===== src/dlm_pkg.sv =====
// Constants and types of the diagnostic LED and debug menu block
package dlm_pkg;
  // ****************************************
  // Timing
  // ****************************************
  localparam int CLK_HZ = 200_000_000;
  localparam int BAUD_RATE = 57600;
  localparam int BIT_CYCLES = (CLK_HZ + BAUD_RATE / 2) / BAUD_RATE;
  localparam logic [11:0] BIT_LAST = 12'(BIT_CYCLES - 1);
  localparam logic [11:0] HALF_LAST = 12'(BIT_CYCLES / 2 - 1);
  localparam logic [3:0] STOP_IDX = 4'h9;
  localparam logic [3:0] LAST_DATA_IDX = 4'h8;
  // ****************************************
  // Command keys
  // ****************************************
  localparam logic [7:0] KEY_MENU = 8'h4D;
  localparam logic [7:0] KEY_HELP = 8'h3F;
  localparam logic [7:0] KEY_ANALYZER = 8'h41;
  localparam logic [7:0] KEY_BT_STATS = 8'h42;
  localparam logic [7:0] KEY_MOD_CFG = 8'h43;
  localparam logic [7:0] KEY_VERSION = 8'h56;
  localparam logic [7:0] KEY_WARM = 8'h57;
  localparam logic [7:0] KEY_STAT_P1 = 8'h31;
  localparam logic [7:0] KEY_STAT_P2 = 8'h32;
  localparam logic [7:0] KEY_CFG_P1 = 8'h36;
  localparam logic [7:0] KEY_CFG_P2 = 8'h37;
  localparam logic [7:0] KEY_ESC = 8'h1B;
  localparam logic [7:0] LC_FIRST = 8'h61;
  localparam logic [7:0] LC_LAST = 8'h7A;
  localparam logic [7:0] LC_MASK = 8'hDF;
  // ****************************************
  // Types
  // ****************************************
  typedef enum logic [1:0] {
    ST_BLANK = 2'b00,
    ST_MENU = 2'b01,
    ST_ANALYZER = 2'b11,
    ST_HALTED = 2'b10
  } dlm_mode_t;
  typedef enum logic [2:0] {
    SCR_MENU = 3'h0,
    SCR_ANALYZER = 3'h1,
    SCR_BT_STATS = 3'h2,
    SCR_MOD_CFG = 3'h3,
    SCR_VERSION = 3'h4,
    SCR_PORT_STAT = 3'h5,
    SCR_PORT_CFG = 3'h6
  } dlm_screen_t;
  typedef struct packed {
    logic valid;
    dlm_screen_t screen;
    logic port;
  } dlm_screen_req_t;
  typedef struct packed {
    logic cfg_act;
    logic app_act;
    logic bp_xfer;
    logic port_err;
    logic health_green;
    logic health_red;
  } dlm_led_t;
  typedef struct packed {
    logic sending_status;
    logic area;
  } dlm_status_sel_t;
  localparam dlm_screen_req_t REQ_NONE = '{1'b0, SCR_MENU, 1'b0};
  localparam dlm_led_t LED_RESET = '{1'b0, 1'b0, 1'b0, 1'b1, 1'b0, 1'b1};
endpackage : dlm_pkg


===== src/dlm_diag.sv =====
// Diagnostic LEDs, status area selection and debug port command interpreter
`timescale 1ns/1ps
// Summary of operation
// - Config port LED green while its TXD or RXD line is active, else off.
// - App port LED green while its TXD or RXD line is active, else off.
// - Backplane LED off while a block is written to the backplane and none is read in the same cycle.
// - Backplane LED on while a new block is read from the backplane.
// - Port error LED lit while no communication error is present.
// - Port error LED off as soon as an error is recognized.
// - Health LED lit at power up, green while running with user config.
// - Health LED red once the program has halted; reset recovers.
// - With no receive data pending, two status areas go to the backplane.
// - Debug port stays silent until a key; M shows the main menu.
// - Question mark redisplays the command menu.
// - A enters data analyzer mode.
// - B shows block transfer statistics.
// - C shows module configuration.
// - V shows version information.
// - W warm boots the module.
// - Keys 1 and 2 show communication status of port 1 or 2; in analyzer mode they select the analyzer port.
// - Keys 6 and 7 show configuration of port 1 or 2.
// - Escape exits the program and stops all data transfer.
// - Config files move over the debug port by Ymodem.
// - Some command keys stay active though not listed on the menu.
module dlm_diag #(parameter int BIT_CYCLES_P = dlm_pkg::BIT_CYCLES) (
  input wire logic ref_clk_in,
  input wire logic reset_n_in,
  input wire logic cfg_rxd_in,
  output logic cfg_txd_out,
  input wire logic app_rxd_in,
  input wire logic app_txd_in,
  input wire logic [7:0] tx_byte_in,
  input wire logic tx_valid_in,
  output logic tx_ready_out,
  input wire logic ymodem_active_in,
  output logic [7:0] rx_byte_out,
  output logic rx_valid_out,
  input wire logic bp_read_in,
  input wire logic bp_write_in,
  input wire logic rx_data_avail_in,
  input wire logic comm_error_in,
  input wire logic config_valid_in,
  output dlm_pkg::dlm_screen_req_t screen_req_out,
  output logic analyzer_on_out,
  output logic warm_boot_out,
  output logic xfer_enable_out,
  output dlm_pkg::dlm_status_sel_t status_sel_out,
  output dlm_pkg::dlm_led_t leds_out
);
  import dlm_pkg::*;
  localparam logic [11:0] BIT_LAST_L = 12'(BIT_CYCLES_P - 1);
  localparam logic [11:0] HALF_LAST_L = 12'(BIT_CYCLES_P / 2 - 1);

  // ****************************************
  // Pin synchronisers
  // ****************************************
  logic [2:0] sync1_r;
  logic [2:0] sync2_r;
  logic cfg_rx;
  always_ff @(posedge ref_clk_in or negedge reset_n_in) begin
    if (!reset_n_in) begin
      sync1_r <= 3'h7;
      sync2_r <= 3'h7;
    end else begin
      sync1_r <= {cfg_rxd_in, app_rxd_in, app_txd_in};
      sync2_r <= sync1_r;
    end
  end
  assign cfg_rx = sync2_r[2];

  // ****************************************
  // Debug port receiver
  // ****************************************
  logic rx_busy_r, rx_busy_nxt;
  logic [11:0] rx_cnt_r, rx_cnt_nxt;
  logic [3:0] rx_bit_r, rx_bit_nxt;
  logic [7:0] rx_sh_r, rx_sh_nxt;
  logic [7:0] rx_byte_r, rx_byte_nxt;
  logic rx_valid_r, rx_valid_nxt;
  always_comb begin
    rx_busy_nxt = rx_busy_r;
    rx_cnt_nxt = rx_cnt_r;
    rx_bit_nxt = rx_bit_r;
    rx_sh_nxt = rx_sh_r;
    rx_byte_nxt = rx_byte_r;
    rx_valid_nxt = 1'b0;
    if (!rx_busy_r) begin
      if (!cfg_rx) begin
        rx_busy_nxt = 1'b1;
        rx_cnt_nxt = HALF_LAST_L;
        rx_bit_nxt = 4'h0;
      end
    end else if (rx_cnt_r != 12'h0) begin
      rx_cnt_nxt = rx_cnt_r - 12'h1;
    end else begin
      rx_cnt_nxt = BIT_LAST_L;
      rx_bit_nxt = rx_bit_r + 4'h1;
      if (rx_bit_r == 4'h0) begin
        rx_busy_nxt = !cfg_rx;
      end else if (rx_bit_r <= LAST_DATA_IDX) begin
        rx_sh_nxt = {cfg_rx, rx_sh_r[7:1]};
      end else begin
        rx_busy_nxt = 1'b0;
        rx_valid_nxt = cfg_rx;
        rx_byte_nxt = cfg_rx ? rx_sh_r : rx_byte_r;
      end
    end
  end
  always_ff @(posedge ref_clk_in or negedge reset_n_in) begin
    if (!reset_n_in) begin
      rx_busy_r <= 1'b0;
      rx_cnt_r <= 12'h0;
      rx_bit_r <= 4'h0;
      rx_sh_r <= 8'h0;
      rx_byte_r <= 8'h0;
      rx_valid_r <= 1'b0;
    end else begin
      rx_busy_r <= rx_busy_nxt;
      rx_cnt_r <= rx_cnt_nxt;
      rx_bit_r <= rx_bit_nxt;
      rx_sh_r <= rx_sh_nxt;
      rx_byte_r <= rx_byte_nxt;
      rx_valid_r <= rx_valid_nxt;
    end
  end
  // Raw bytes go out for the file transfer engine
  assign rx_byte_out = rx_byte_r;
  assign rx_valid_out = rx_valid_r;

  // ****************************************
  // Command interpreter
  // ****************************************
  dlm_mode_t mode_r, mode_nxt;
  logic heard_key_r, heard_key_nxt;
  logic warm_r, warm_nxt;
  dlm_screen_req_t req_r, req_nxt;
  logic [7:0] key;
  logic key_hit;
  always_comb begin
    key = rx_byte_r;
    if (rx_byte_r >= LC_FIRST && rx_byte_r <= LC_LAST) begin
      key = rx_byte_r & LC_MASK;
    end
  end
  assign key_hit = rx_valid_r && !ymodem_active_in && (mode_r != ST_HALTED);
  always_comb begin
    mode_nxt = mode_r;
    heard_key_nxt = heard_key_r;
    warm_nxt = 1'b0;
    req_nxt = REQ_NONE;
    if (key_hit) begin
      heard_key_nxt = 1'b1;
      if (mode_r == ST_ANALYZER && (key == KEY_STAT_P1 || key == KEY_STAT_P2)) begin
        req_nxt = '{1'b1, SCR_ANALYZER, key[1]};
      end else begin
        unique case (key)
          KEY_MENU: begin
            mode_nxt = ST_MENU;
            req_nxt = '{1'b1, SCR_MENU, 1'b0};
          end
          KEY_HELP: begin
            if (mode_r == ST_BLANK) begin
              mode_nxt = ST_MENU;
            end
            req_nxt = '{1'b1, SCR_MENU, 1'b0};
          end
          KEY_ANALYZER: begin
            mode_nxt = ST_ANALYZER;
            req_nxt = '{1'b1, SCR_ANALYZER, 1'b0};
          end
          KEY_BT_STATS: req_nxt = '{1'b1, SCR_BT_STATS, 1'b0};
          KEY_MOD_CFG: req_nxt = '{1'b1, SCR_MOD_CFG, 1'b0};
          KEY_VERSION: req_nxt = '{1'b1, SCR_VERSION, 1'b0};
          KEY_WARM: begin
            warm_nxt = 1'b1;
            mode_nxt = ST_BLANK;
            heard_key_nxt = 1'b0;
          end
          KEY_STAT_P1: req_nxt = '{1'b1, SCR_PORT_STAT, 1'b0};
          KEY_STAT_P2: req_nxt = '{1'b1, SCR_PORT_STAT, 1'b1};
          KEY_CFG_P1: req_nxt = '{1'b1, SCR_PORT_CFG, 1'b0};
          KEY_CFG_P2: req_nxt = '{1'b1, SCR_PORT_CFG, 1'b1};
          KEY_ESC: mode_nxt = ST_HALTED;
          default: req_nxt = REQ_NONE;
        endcase
      end
    end
  end
  always_ff @(posedge ref_clk_in or negedge reset_n_in) begin
    if (!reset_n_in) begin
      mode_r <= ST_BLANK;
      heard_key_r <= 1'b0;
      warm_r <= 1'b0;
      req_r <= REQ_NONE;
    end else begin
      mode_r <= mode_nxt;
      heard_key_r <= heard_key_nxt;
      warm_r <= warm_nxt;
      req_r <= req_nxt;
    end
  end
  assign screen_req_out = req_r;
  assign warm_boot_out = warm_r;
  assign analyzer_on_out = (mode_r == ST_ANALYZER);
  assign xfer_enable_out = (mode_r != ST_HALTED);

  // ****************************************
  // Debug port transmitter
  // ****************************************
  logic tx_busy_r, tx_busy_nxt;
  logic [11:0] tx_cnt_r, tx_cnt_nxt;
  logic [3:0] tx_bit_r, tx_bit_nxt;
  logic [8:0] tx_sh_r, tx_sh_nxt;
  logic txd_r, txd_nxt;
  assign tx_ready_out = !tx_busy_r && heard_key_r && (mode_r != ST_HALTED);
  always_comb begin
    tx_busy_nxt = tx_busy_r;
    tx_cnt_nxt = tx_cnt_r;
    tx_bit_nxt = tx_bit_r;
    tx_sh_nxt = tx_sh_r;
    txd_nxt = txd_r;
    if (!tx_busy_r) begin
      txd_nxt = 1'b1;
      if (tx_valid_in && tx_ready_out) begin
        tx_busy_nxt = 1'b1;
        tx_sh_nxt = {1'b1, tx_byte_in};
        tx_cnt_nxt = BIT_LAST_L;
        tx_bit_nxt = 4'h0;
        txd_nxt = 1'b0;
      end
    end else if (tx_cnt_r != 12'h0) begin
      tx_cnt_nxt = tx_cnt_r - 12'h1;
    end else if (tx_bit_r == STOP_IDX) begin
      tx_busy_nxt = 1'b0;
    end else begin
      txd_nxt = tx_sh_r[0];
      tx_sh_nxt = {1'b1, tx_sh_r[8:1]};
      tx_bit_nxt = tx_bit_r + 4'h1;
      tx_cnt_nxt = BIT_LAST_L;
    end
  end
  always_ff @(posedge ref_clk_in or negedge reset_n_in) begin
    if (!reset_n_in) begin
      tx_busy_r <= 1'b0;
      tx_cnt_r <= 12'h0;
      tx_bit_r <= 4'h0;
      tx_sh_r <= 9'h1FF;
      txd_r <= 1'b1;
    end else begin
      tx_busy_r <= tx_busy_nxt;
      tx_cnt_r <= tx_cnt_nxt;
      tx_bit_r <= tx_bit_nxt;
      tx_sh_r <= tx_sh_nxt;
      txd_r <= txd_nxt;
    end
  end
  assign cfg_txd_out = txd_r;

  // ****************************************
  // Indicators and status areas
  // ****************************************
  dlm_led_t leds_r, leds_nxt;
  dlm_status_sel_t sel_r, sel_nxt;
  logic running;
  assign running = (mode_r != ST_HALTED);
  always_comb begin
    leds_nxt = leds_r;
    sel_nxt = sel_r;
    leds_nxt.cfg_act = !cfg_rx || !txd_r;
    leds_nxt.app_act = !sync2_r[1] || !sync2_r[0];
    leds_nxt.port_err = !comm_error_in;
    leds_nxt.health_green = running && config_valid_in;
    leds_nxt.health_red = !(running && config_valid_in);
    if (running) begin
      if (bp_read_in) begin
        leds_nxt.bp_xfer = 1'b1;
      end else if (bp_write_in) begin
        leds_nxt.bp_xfer = 1'b0;
      end
      if (bp_write_in) begin
        sel_nxt.sending_status = !rx_data_avail_in;
        sel_nxt.area = rx_data_avail_in ? sel_r.area : !sel_r.area;
      end
    end
  end
  always_ff @(posedge ref_clk_in or negedge reset_n_in) begin
    if (!reset_n_in) begin
      leds_r <= LED_RESET;
      sel_r <= '{1'b0, 1'b0};
    end else begin
      leds_r <= leds_nxt;
      sel_r <= sel_nxt;
    end
  end
  assign leds_out = leds_r;
  assign status_sel_out = sel_r;
endmodule : dlm_diag


===== config.mk =====
export PLATFORM = sky130hd
export DESIGN_NAME = dlm_diag
export DESIGN_NICKNAME = d
export VERILOG_FILES = /design/src/dlm_pkg.sv /design/src/dlm_diag.sv
export SDC_FILE = /design/constraint.sdc
export NUM_CORES = 1
export LEC_CHECK = 0
export BUFFER_PORTS_ARGS = -buffer_cell sky130_fd_sc_hd__buf_2
export CAP_MARGIN = 25
export CORE_MARGIN = 1.5
export CORE_UTILIZATION = 56
export CTS_BUF_LIST = sky130_fd_sc_hd__clkbuf_8
export DETAILED_ROUTE_END_ITERATION = 10
export PLACE_DENSITY = 0.85
export SYNTH_ARGS = -nofsm -noshare
export SYNTH_HDL_FRONTEND = slang
export SYNTH_SLANG_ARGS = --single-unit
export TNS_END_PERCENT = 1

===== constraint.sdc =====
create_clock -name ref_clk_in -period 4.15 [get_ports ref_clk_in]
set_clock_uncertainty 0.1 [all_clocks]
set_input_delay 0 -clock ref_clk_in [delete_from_list [all_inputs] [get_ports ref_clk_in]]
set_output_delay 0 -clock ref_clk_in [all_outputs]
set_load 0.02 [all_outputs]

# [Word level (Yosys, flattened, before mapping)]
# Index checks and enable logic that the tools add are counted.
[classes] add_sub_neg=4 n_lt_le_gt_ge=3 n_eq_ne=21 n_mux=48 bitwise=5 reduce_logical=39
[op_table] op="2-to-1 mux 12 bit" n=7
[op_table] op="equality test 8 x 7 -> 1 bit (second input constant)" n=6
[op_table] op="case mux 5 bit (9 select lines)" n=1
[op_table] op="equality test 8 x 6 -> 1 bit (second input constant)" n=5
[op_table] op="2-to-1 mux 9 bit" n=4
[op_table] op="2-to-1 mux 4 bit" n=7
[op_table] op="2-to-1 mux 1 bit" n=24
[op_table] op="nonzero test 12 bit" n=2
[op_table] op="subtractor 12 x 1 -> 12 bit (second input constant)" n=2
[op_table] op="logical NOT 1 bit" n=10
[op_table] op="2-to-1 mux 5 bit" n=2
[op_table] op="inequality test 2 bit (second input constant)" n=5
[op_table] op="case mux 2 bit (5 select lines)" n=1
[op_table] op="AND reduction 2 bit" n=5
[op_table] op="adder 4 x 1 -> 4 bit (second input constant)" n=2
[op_table] op="equality test 8 x 5 -> 1 bit (second input constant)" n=1
[op_table] op="greater-or-equal comparator 8 x 7 -> 1 bit (second input constant)" n=1
[op_table] op="less-or-equal comparator 8 x 7 -> 1 bit (second input constant)" n=1
[op_table] op="logical AND 1 bit" n=8
[op_table] op="AND reduction 4 bit" n=2
[op_table] op="2-to-1 mux 6 bit" n=1
[op_table] op="AND reduction 3 bit" n=2
[op_table] op="NOT 1 bit" n=5
[op_table] op="AND reduction 5 bit" n=1
[op_table] op="12 further kinds" n=15
[totals] ff_bits=84 inputBits=20 out_inout_bits=27 elab_cells=147

# [Logic depth before layout (Yosys ltp)]
# Gate-level depths: netlist of the first run.
[logic_depth] ltp_word=8 depth_mapped=8 ltp_nobuf=7

# [Least setup slack after synthesis of the first run]
# OpenSTA, ideal clock, no wires.
[synth_path] kind="flip-flop to flip-flop" from="register rx_byte_r[6] (netlist: rx_byte_out[6])" to="register mode_r[1]" setup_time_ps=128 t_arrival_ps=1876 required_time_ps=3922 slack_ps=2046 stages_incl_launch_ff=7 path_buffers=1 synth_period_minus_slack_ps=2104 cell_sequence="dfrtp_1 > buf_6 > or4b_1 > o21ai_1 > nand2b_1 > a221oi_2 > mux2_1"
[synth_between] elab_chain_cells=8 elab_cells_between_ends=18 classes_between="order compare: 2; eq/ne: 8; mux: 2; bitwise: 1; reduce/logical: 5"
[synth_rtl] element="start, declared" line="dlm_diag.sv:78" rtl="logic [7:0] rx_byte_r, rx_byte_nxt;"
[synth_rtl] element="start signal, assigned" line="dlm_diag.sv:122" rtl="rx_byte_r <= rx_byte_nxt;"
[synth_rtl] element="greater-or-equal comparator 8 x 7 -> 1 bit / less-or-equal comparator 8 x 7 -> 1 bit (equally long branches)" line="dlm_diag.sv:141" rtl="if (rx_byte_r >= LC_FIRST && rx_byte_r <= LC_LAST) begin"
[synth_rtl] element="logical AND 1 bit" line="dlm_diag.sv:141"
[synth_rtl] element="2-to-1 mux 6 bit" line="dlm_diag.sv:141"
[synth_rtl] element="equality test 8 x 6 -> 1 bit" line="dlm_diag.sv:153" rtl="if (mode_r == ST_ANALYZER && (key == KEY_STAT_P1 || key == KEY_STAT_P2)) begin"
[synth_rtl] element="logical OR 1 bit" line="dlm_diag.sv:153"
[synth_rtl] element="logical AND 1 bit" line="dlm_diag.sv:153"
[synth_rtl] element="NOT 1 bit (no source line)"
[synth_rtl] element="AND reduction 4 bit (no source line)"
[synth_rtl] element="end signal, assigned" line="dlm_diag.sv:196" rtl="mode_r <= mode_nxt;"
[synth_rtl] element="end, declared" line="dlm_diag.sv:133" rtl="dlm_mode_t mode_r, mode_nxt;"
# Parallel ways exist; a longest one is shown, timed or not.
# A chain may end at the register's enable or synchronous reset.

# [Worst setup path after layout of the first run]
[layout_path] from="register rx_cnt_r[0]" to="register rx_byte_r[2] (netlist: rx_byte_out[2])"
[layout_between] elab_chain_cells=3
[layout_rtl] element="start, declared" line="dlm_diag.sv:75" rtl="logic [11:0] rx_cnt_r, rx_cnt_nxt;"
[layout_rtl] element="start signal, assigned" line="dlm_diag.sv:119" rtl="rx_cnt_r <= rx_cnt_nxt;"
[layout_rtl] element="nonzero test 12 bit" line="dlm_diag.sv:93" rtl="end else if (rx_cnt_r != 12'h0) begin"
[layout_rtl] element="NOT 1 bit (no source line)"
[layout_rtl] element="AND reduction 5 bit (no source line)"
# No other way between the ends.

==> qor.csv, run 1 <==
metric,value,unit
status,finished clean,
Power per Cell Area,300,mW/mm²
"IR drop worst, VDD",232,µV
slowest CP cell,and4_1,
Synth Net Count,417,
crit path DAT,2900,ps
FILL cells,567,
Max Cap Viol,0,
drt drc,0,
register area,0.00210,mm²
Synth async-reset ratio,100,%
Syn Std Cell Area,0.00410,mm²
Tightest Pin Transition,849,ps
H-tree Lvls,3,
Post-synth top flop,dfrtp_1,
sequential fraction of the synthesis area,51.2,%
hold crit path type,input port to flop,
Via density,5.81,
Synth Area in XOR/XNOR,1.07,%
layout cells sized above 1,23.9,%
"FF+latch count, synth",83,
"Core Util, Final",67.2,%
CTS tree,built,
number of synthesized flops with an enable pin,0,
"CP delay by family, top",simple AND/OR/NAND/NOR gates,
global-route wire length before repair,13.7,mm
# rows,31,
vias in the first global route,3056,
# nets final,483,
largest family of logic cells by synthesized area,simple AND/OR/NAND/NOR gates,
Mapped Avg Cell Area,10.5,µm²
"Min Clock Period, post-route",2770,ps
Syn-to-layout area delta,17.6,%
pre-CTS setup slack,1410,ps
clock-pin slew on the worst setup and hold paths,80,ps
die height,88.6,µm
Root Buffer,clkbuf_8,
drt pass-1 iters,5,
Post-CTS Resized,0,
wire per inst,14.7,µm
diodes inserted,0,
starting density of the core,57.1,%
crit-path cells,inv_1 > ha_1 > nor4b_1 > nand2_1 > nor2_2 > and4_1 > mux2_2,
Slew HR,42.6,%
Post-Syn Instances,389,
fin crit share,66.7,%
Crit Path Category,flop to flop,
multi-input logic area,0.00187,mm²
CP bufs+invs,1,
Routed Antenna Nets,0,
total gr overflow,0,
I/O Buffers,46,
Post-Route WL,8.23,mm
FMAX,361,MHz
Die X,88.6,µm
post-synthesis adder-cell area fraction,2.44,%
hold buffer count at CTS,22,
Final Hold Fails,0,
Yosys warning total,0,
Synth Area in Simple Gates,21.7,%
RSZ-0062 raised after global routing,no,
"top cells by area, synth","dfrtp_1 (40%), dfstp_2 (11%), mux2_2 (4.4%), nand2_1 (3.5%), o21ai_0 (2.9%)",
hpwl dp,5.48,mm
Num CTS Buffers,9,
"area leader, netlist",dfrtp_1,
Die ar.,0.00784,mm²
WP data required,4280,ps
vias,3245,
mux cell area share after synthesis,7.36,%
CP Max Fanout,13,
setup bufs post-CTS,0,
Final GP Congestion,0.904,
setup tns final,0,ps
Netlist cell types,69,
GRT Util Overall,22.6,%
Clock Tree Buf Depth,2,
clk_lat worst skew,340,ps
Pleak,2.19,nW
Ports,47,
Final Setup Violations,0,
CP peak stage delay,520,ps
Sink Count,83,
"Slew Viols, Final",0,
initial antenna violation count,0,
Core Footprint,0.00718,mm²
DR iter-0 viols,149,
startpoint types,flop,
largest net degree at the start of global routing,84,
CP endpoint kind,flop,
Compound-Gate Fraction of Synth Area,12.9,%
worst setup margin,1380,ps
top-area cell type share of the netlist area,40.3,%
==> sequential cells by signal (all words and copies together), names as in the netlist, 2 cells and up <==
name / count
screen_req_out: 5
rx_byte_out: 8
leds_out: 6
tx_bit_r: 4
tx_cnt_r: 12
tx_sh_r: 8
rx_cnt_r: 12
sync1_r: 3
sync2_r: 3
mode_r: 2
rx_bit_r: 4
status_sel_out: 2
rx_sh_r: 8
==> stage by stage <==
stage               area (µm²)  hold slack, ps  total power (W)  std cells
floorplan                 4100            -396         0.000863        389
global placement          4380            5.12         0.000898        519
detailed placement        4380            6.15         0.000899        519
CTS                       4780             179          0.00146        557
global route              4820             180          0.00151        559
finish                    4820             194          0.00145        559
==> worst register-to-register path, stage by stage, from the launching register on <==
cell	delay [ps]
dfrtp_1	420
inv_1	100
ha_1	140
nor4b_1	400
nand2_1	150
nor2_2	440
and4_1	520
mux2_2	390
==> synthesized netlist by cell type, drive strengths merged (2+ instances only) <==
cell type  number
dfstp          17
mux2i          11
o32ai           2
nor4b           6
or3             4
xor2            4
or4b            2
a211o           2
nor3b           3
ha              8
mux2           17
nor3           15
a22o            3
dfrtp          66
a22oi           2
inv            15
nand3b          6
nor4bb          2
nand2b          6
a32oi           2
o21a            3
nand4b          4
and3            2
nand3          18
nor4            7
or3b            2
a41oi           2
and2            4
clkbuf          6
a31oi           5
o21ai          26
nor2           27
o31ai           4
a21oi          15
buf             9
or2             4
a21o            3
a211oi          3
nand2          38
==> where the power goes <==
group	switching [W]	leakage (nW)	internal, W
logic	0.0000387	1.11	0.0000334
registers	0.00000628	0.986	0.000824
clock network	0.000274	0.0976	0.000271
==> final cells by class <==
cell class | instances | share of cell area [%]
clock inverter | 7 | 1.30
tap | 99 | 2.57
inverter | 15 | 1.17
multi-input combinational | 276 | 38.7
clock buffer | 9 | 2.57
timing repair buffer | 70 | 10.2
sequential | 83 | 43.5
==> layer usage <==
metal	vias up	global-route usage (%)	wire (µm)	share of wire, %
li1	1550	-	-	-
met1	1575	30.6	3720	45
met3	9	3.36	384	4.7
met5	-	0	0	0
met4	0	7.81	108	1.3
met2	111	37.3	4010	49
==> worst paths after layout <==
kind	start	end	slack [ps]	cells after the start
max	rx_cnt_r[0]$_DFFE_PN0P_	rx_byte_out[2]$_DFFE_PN0P_	1380	7
max reg2reg	rx_cnt_r[0]$_DFFE_PN0P_	rx_byte_out[2]$_DFFE_PN0P_	1380	7
min in group asynchronous	reset_n_in	screen_req_out[1]$_DFF_PN0_	470	3
min	app_rxd_in	sync1_r[1]$_DFF_PN1_	190	2
min reg2reg	sync1_r[2]$_DFF_PN1_	sync2_r[2]$_DFF_PN1_	260	0
max in group asynchronous	reset_n_in	tx_sh_r[7]$_DFFE_PN1P_	2870	4
==> cells by family after synthesis <==
logic type | after synthesis
AO/OA/AOI/OAI | 79
XOR/XNOR | 5
adder cells (fa/ha/maj) | 8
buffers and inverters | 30
flip-flops | 83
multiplexers | 28
AND/OR/NAND/NOR | 156
==> placed cells by master, fill, tap and decap left out, types with 3 or more instances in the layout <==
cell and count:
a21o_1 3, clkbuf_8 9, nor3b_1 3, nor4_1 6, nand4b_1 4, inv_1 17
nand3_1 17, nor2_1 26, o21a_1 3, or3_1 4, mux2_2 16, dfstp_2 17
and2_1 4, a31oi_1 5, mux2i_1 11, a22o_1 3, or2_2 3, o21ai_0 24
nand2b_1 5, xor2_1 4, dfrtp_1 66, dlygate4sd3_1 23, nor4b_1 5, o31ai_1 4
nor3_1 14, a21oi_1 14, nand2_1 38, buf_2 45, nand3b_1 6, ha_1 8
No activity file was read; power rests on OpenSTA's default activity.
==> run 2, diff against run 1 <==
- ABC_AREA: default -> 1
- CORE_UTILIZATION: 56 -> 55
- PLACE_DENSITY: 0.85 -> 0.87
- clock period: 4.15 -> 2.5 ns (I/O delays scaled with it)
==> run 2 against run 1 <==
Effect of this change:
- clock power increased by 93%
- register-to-register slack got worse by 1100 ps
- die area increased by 3.2%
==> qor.csv, run 2 <==
metric,value,unit,change
# rows,31,,unchanged
crit path DAT,2340,ps,was 2900 ps
Num CTS Buffers,9,,unchanged
DR iter-0 viols,181,,was 149
"top cells by area, synth","dfrtp_1 (40%), dfstp_2 (11%), nand2_1 (9.5%), inv_1 (6.0%), nor2_1 (4.2%)",,"was dfrtp_1 (40%), dfstp_2 (11%), mux2_2 (4.4%), nand2_1 (3.5%), o21ai_0 (2.9%)"
FILL cells,553,,was 567
"commonest non-fill, non-tap cell in the layout",nand2_1,,was dfrtp_1
die height,89.9,µm,was 88.6 µm
total gr overflow,0,,unchanged
r2r worst-path depth,9,,was 7
hpwl dp,5.70,mm,was 5.48 mm
slowest CP cell,nor3_4,,was and4_1
Tightest Pin Transition,582,ps,was 849 ps
Final Hold Fails,0,,unchanged
r2r startpoint,rx_cnt_r[0]$_DFFE_PN0P_,,unchanged
I/O Buffers,46,,unchanged
Die ar.,0.00809,mm²,was 0.00784 mm²
Syn Std Cell Area,0.00416,mm²,was 0.00410 mm²
Crit Path Category,flop to flop,,unchanged
FMAX,455,MHz,was 361 MHz
Post-Route WL,8.60,mm,was 8.23 mm
starting density of the core,57.0,%,was 57.1%
"count leader, synth",nand2_1,,was dfrtp_1
setup bufs post-CTS,0,,unchanged
vias in the first global route,3400,,"was 3,056"
Netlist cell types,39,,was 69
CP Depth,9,,was 7
"FF+latch count, synth",83,,unchanged
Yosys warning total,0,,unchanged
CTS tree,built,,unchanged
Routed Antenna Nets,0,,unchanged
Post-Syn Instances,485,,was 389
Via density,5.22,,was 5.81
most frequent cells in the layout,"nand2_1 (105), inv_1 (67), dfrtp_1 (66)",,"was dfrtp_1 (66), buf_2 (45), nand2_1 (38)"
Root Buffer,clkbuf_8,,unchanged
"area leader, netlist",dfrtp_1,,unchanged
Sink Count,83,,unchanged
Final GP Congestion,0.923,,was 0.904
layout cells sized above 1,20.9,%,was 23.9%
setup tns final,0,ps,unchanged
largest net degree at the start of global routing,84,,unchanged
drt drc,0,,unchanged
hold crit path type,input port to flop,,unchanged
clk_lat worst skew,360,ps,was 340 ps
number of synthesized flops with an enable pin,0,,unchanged
Mapped Avg Cell Area,8.57,µm²,was 10.5 µm²
fin crit share,87.9,%,was 66.7%
WP data required,2640,ps,was 4280 ps
Pwr Total,0.00324,W,was 0.00145 W
Top Registers,"rx_cnt_r x12, tx_cnt_r x12",,unchanged
CP bufs+invs,2,,was 1
# nets final,587,,was 483
"CP delay by family, top",simple AND/OR/NAND/NOR gates,,unchanged
Pleak,2.56,nW,was 2.19 nW
Post-synth top flop,dfrtp_1,,unchanged
drt pass-1 iters,5,,unchanged
Final Setup Violations,0,,unchanged
Core Footprint,0.00729,mm²,was 0.00718 mm²
wire per inst,13.0,µm,was 14.7 µm
sequential fraction of the synthesis area,50.5,%,was 51.2%
top-area cell type share of the netlist area,39.7,%,was 40.3%
"Min Clock Period, post-route",2200,ps,was 2770 ps
GRT Util Overall,22.4,%,was 22.6%
initial antenna violation count,0,,unchanged
"IR drop worst, VDD",379,µV,was 232 µV
Clock Tree Buf Depth,2,,unchanged
RSZ-0062 raised after global routing,no,,unchanged
WHS Path Cells,2,,unchanged
r2r endpoint,rx_byte_out[1]$_DFFE_PN0P_,,was rx_byte_out[2]$_DFFE_PN0P_
crit-path cells,inv_1 > ha_1 > nand2_1 > nor4_4 > nand2_4 > nor3_4 > nor2_1 > a21oi_1 > inv_1,,was inv_1 > ha_1 > nor4b_1 > nand2_1 > nor2_2 > and4_1 > mux2_2
clock-pin slew on the worst setup and hold paths,80,ps,about the same
Critical Path Most Common Cell,inv_1,,
Post-synth top cells,"nand2_1 (105), dfrtp_1 (66), inv_1 (66), nor2_1 (47)",,"was dfrtp_1 (66), nand2_1 (38), nor2_1 (26), o21ai_0 (24)"
global-route wire length before repair,14.8,mm,was 13.7 mm
diodes inserted,0,,unchanged
startpoint types,flop,,unchanged
Synth async-reset ratio,100,%,unchanged
CP endpoint kind,flop,,unchanged
Slew HR,61.0,%,was 42.6%
CP startpoint,rx_cnt_r[0]$_DFFE_PN0P_,,unchanged
"Slew Viols, Final",0,,unchanged
CP peak stage delay,480,ps,was 520 ps
H-tree Lvls,3,,unchanged
status,finished clean,,unchanged
Die X,89.9,µm,was 88.6 µm
Synth Net Count,513,,was 417
CP Max Fanout,17,,was 13
Power per Cell Area,657,mW/mm²,was 300 mW/mm²
Ports,47,,unchanged
CP endpoint,rx_byte_out[1]$_DFFE_PN0P_,,was rx_byte_out[2]$_DFFE_PN0P_
vias,3464,,"was 3,245"
Post-CTS Resized,0,,unchanged
R2R Setup Slk,300,ps,was 1380 ps
Syn-to-layout area delta,18.7,%,was 17.6%
Max Cap Viol,0,,unchanged
==> run 2: changes by cell type after synthesis, moves of 9 or more <==
cell	delta
inv_2	+9
nand4_1	+10
nor2_1	+21
mux2_2	-16
nand2_1	+67
inv_1	+51
==> run 2: cells by family after synthesis <==
logic type | share of synthesized area (%)
simple gates | 24.6
mux | 1.44
xor+xnor | 1.90
compound gates | 10.9
flops | 50.5
buf+inv | 8.28
fa+ha+maj | 2.41
==> run 2: final cells by class <==
class	instances	area [µm²]	share of cell area, %
Sequential cell	83	2100	42.5
Multi-Input combinational cell	319	1720	34.8
Timing Repair Buffer	71	498	10.1
Inverter	75	282	5.70
Clock buffer	9	124	2.51
Tap cell	99	124	2.51
Clock inverter	7	93.8	1.90
==> run 2: how the worst min path moves through the flow <==
stage / from / to
2_1_floorplan: reset_n_in / heard_key_r$_DFFE_PN0P_
4_1_cts: comm_error_in / leds_out[2]$_DFF_PN1_
3_3_place_gp: app_txd_in / sync1_r[0]$_DFF_PN1_
3_5_place_dp: app_txd_in / sync1_r[0]$_DFF_PN1_
5_1_grt: cfg_rxd_in / sync1_r[2]$_DFF_PN1_
6_report: cfg_rxd_in / sync1_r[2]$_DFF_PN1_
==> run 2: timing repair <==
item	in CTS	in global routing
hold endpoints to repair	91	4
endpoints found under the setup margin	0	0
hold buffers	22	1
==> run 2: through the flow <==
stage          setup WS (ps)  area, µm²  instances  utilization (%)  hold slack (ps)
2_1_floorplan            381       4160        485                -             -396
3_3_place_gp             432       4460        623             61.2             6.10
3_5_place_dp             324       4460        623             61.2             6.45
4_1_cts                  301       4900        661             67.2              169
5_1_grt                 15.2       4930        663             67.7              181
6_report                 302       4930        663             67.7              187
==> run 2: metal layers <==
layer  part of all wire [%]  wire length, µm  track usage, %  vias up
met5                      0                0               0        -
met2                     50             4320            39.9       83
li1                       -                -               -     1714
met1                     44             3800            26.7     1650
met3                    3.7              319            4.91       17
met4                    1.8              153            7.54        0
==> run 2: power breakdown <==
group	switching, W	internal, W	total (W)
registers	0.000126	0.00152	0.00165
clock network	0.000486	0.000560	0.00105
logic	0.000334	0.000219	0.000553
total	0.000946	0.00230	0.00324
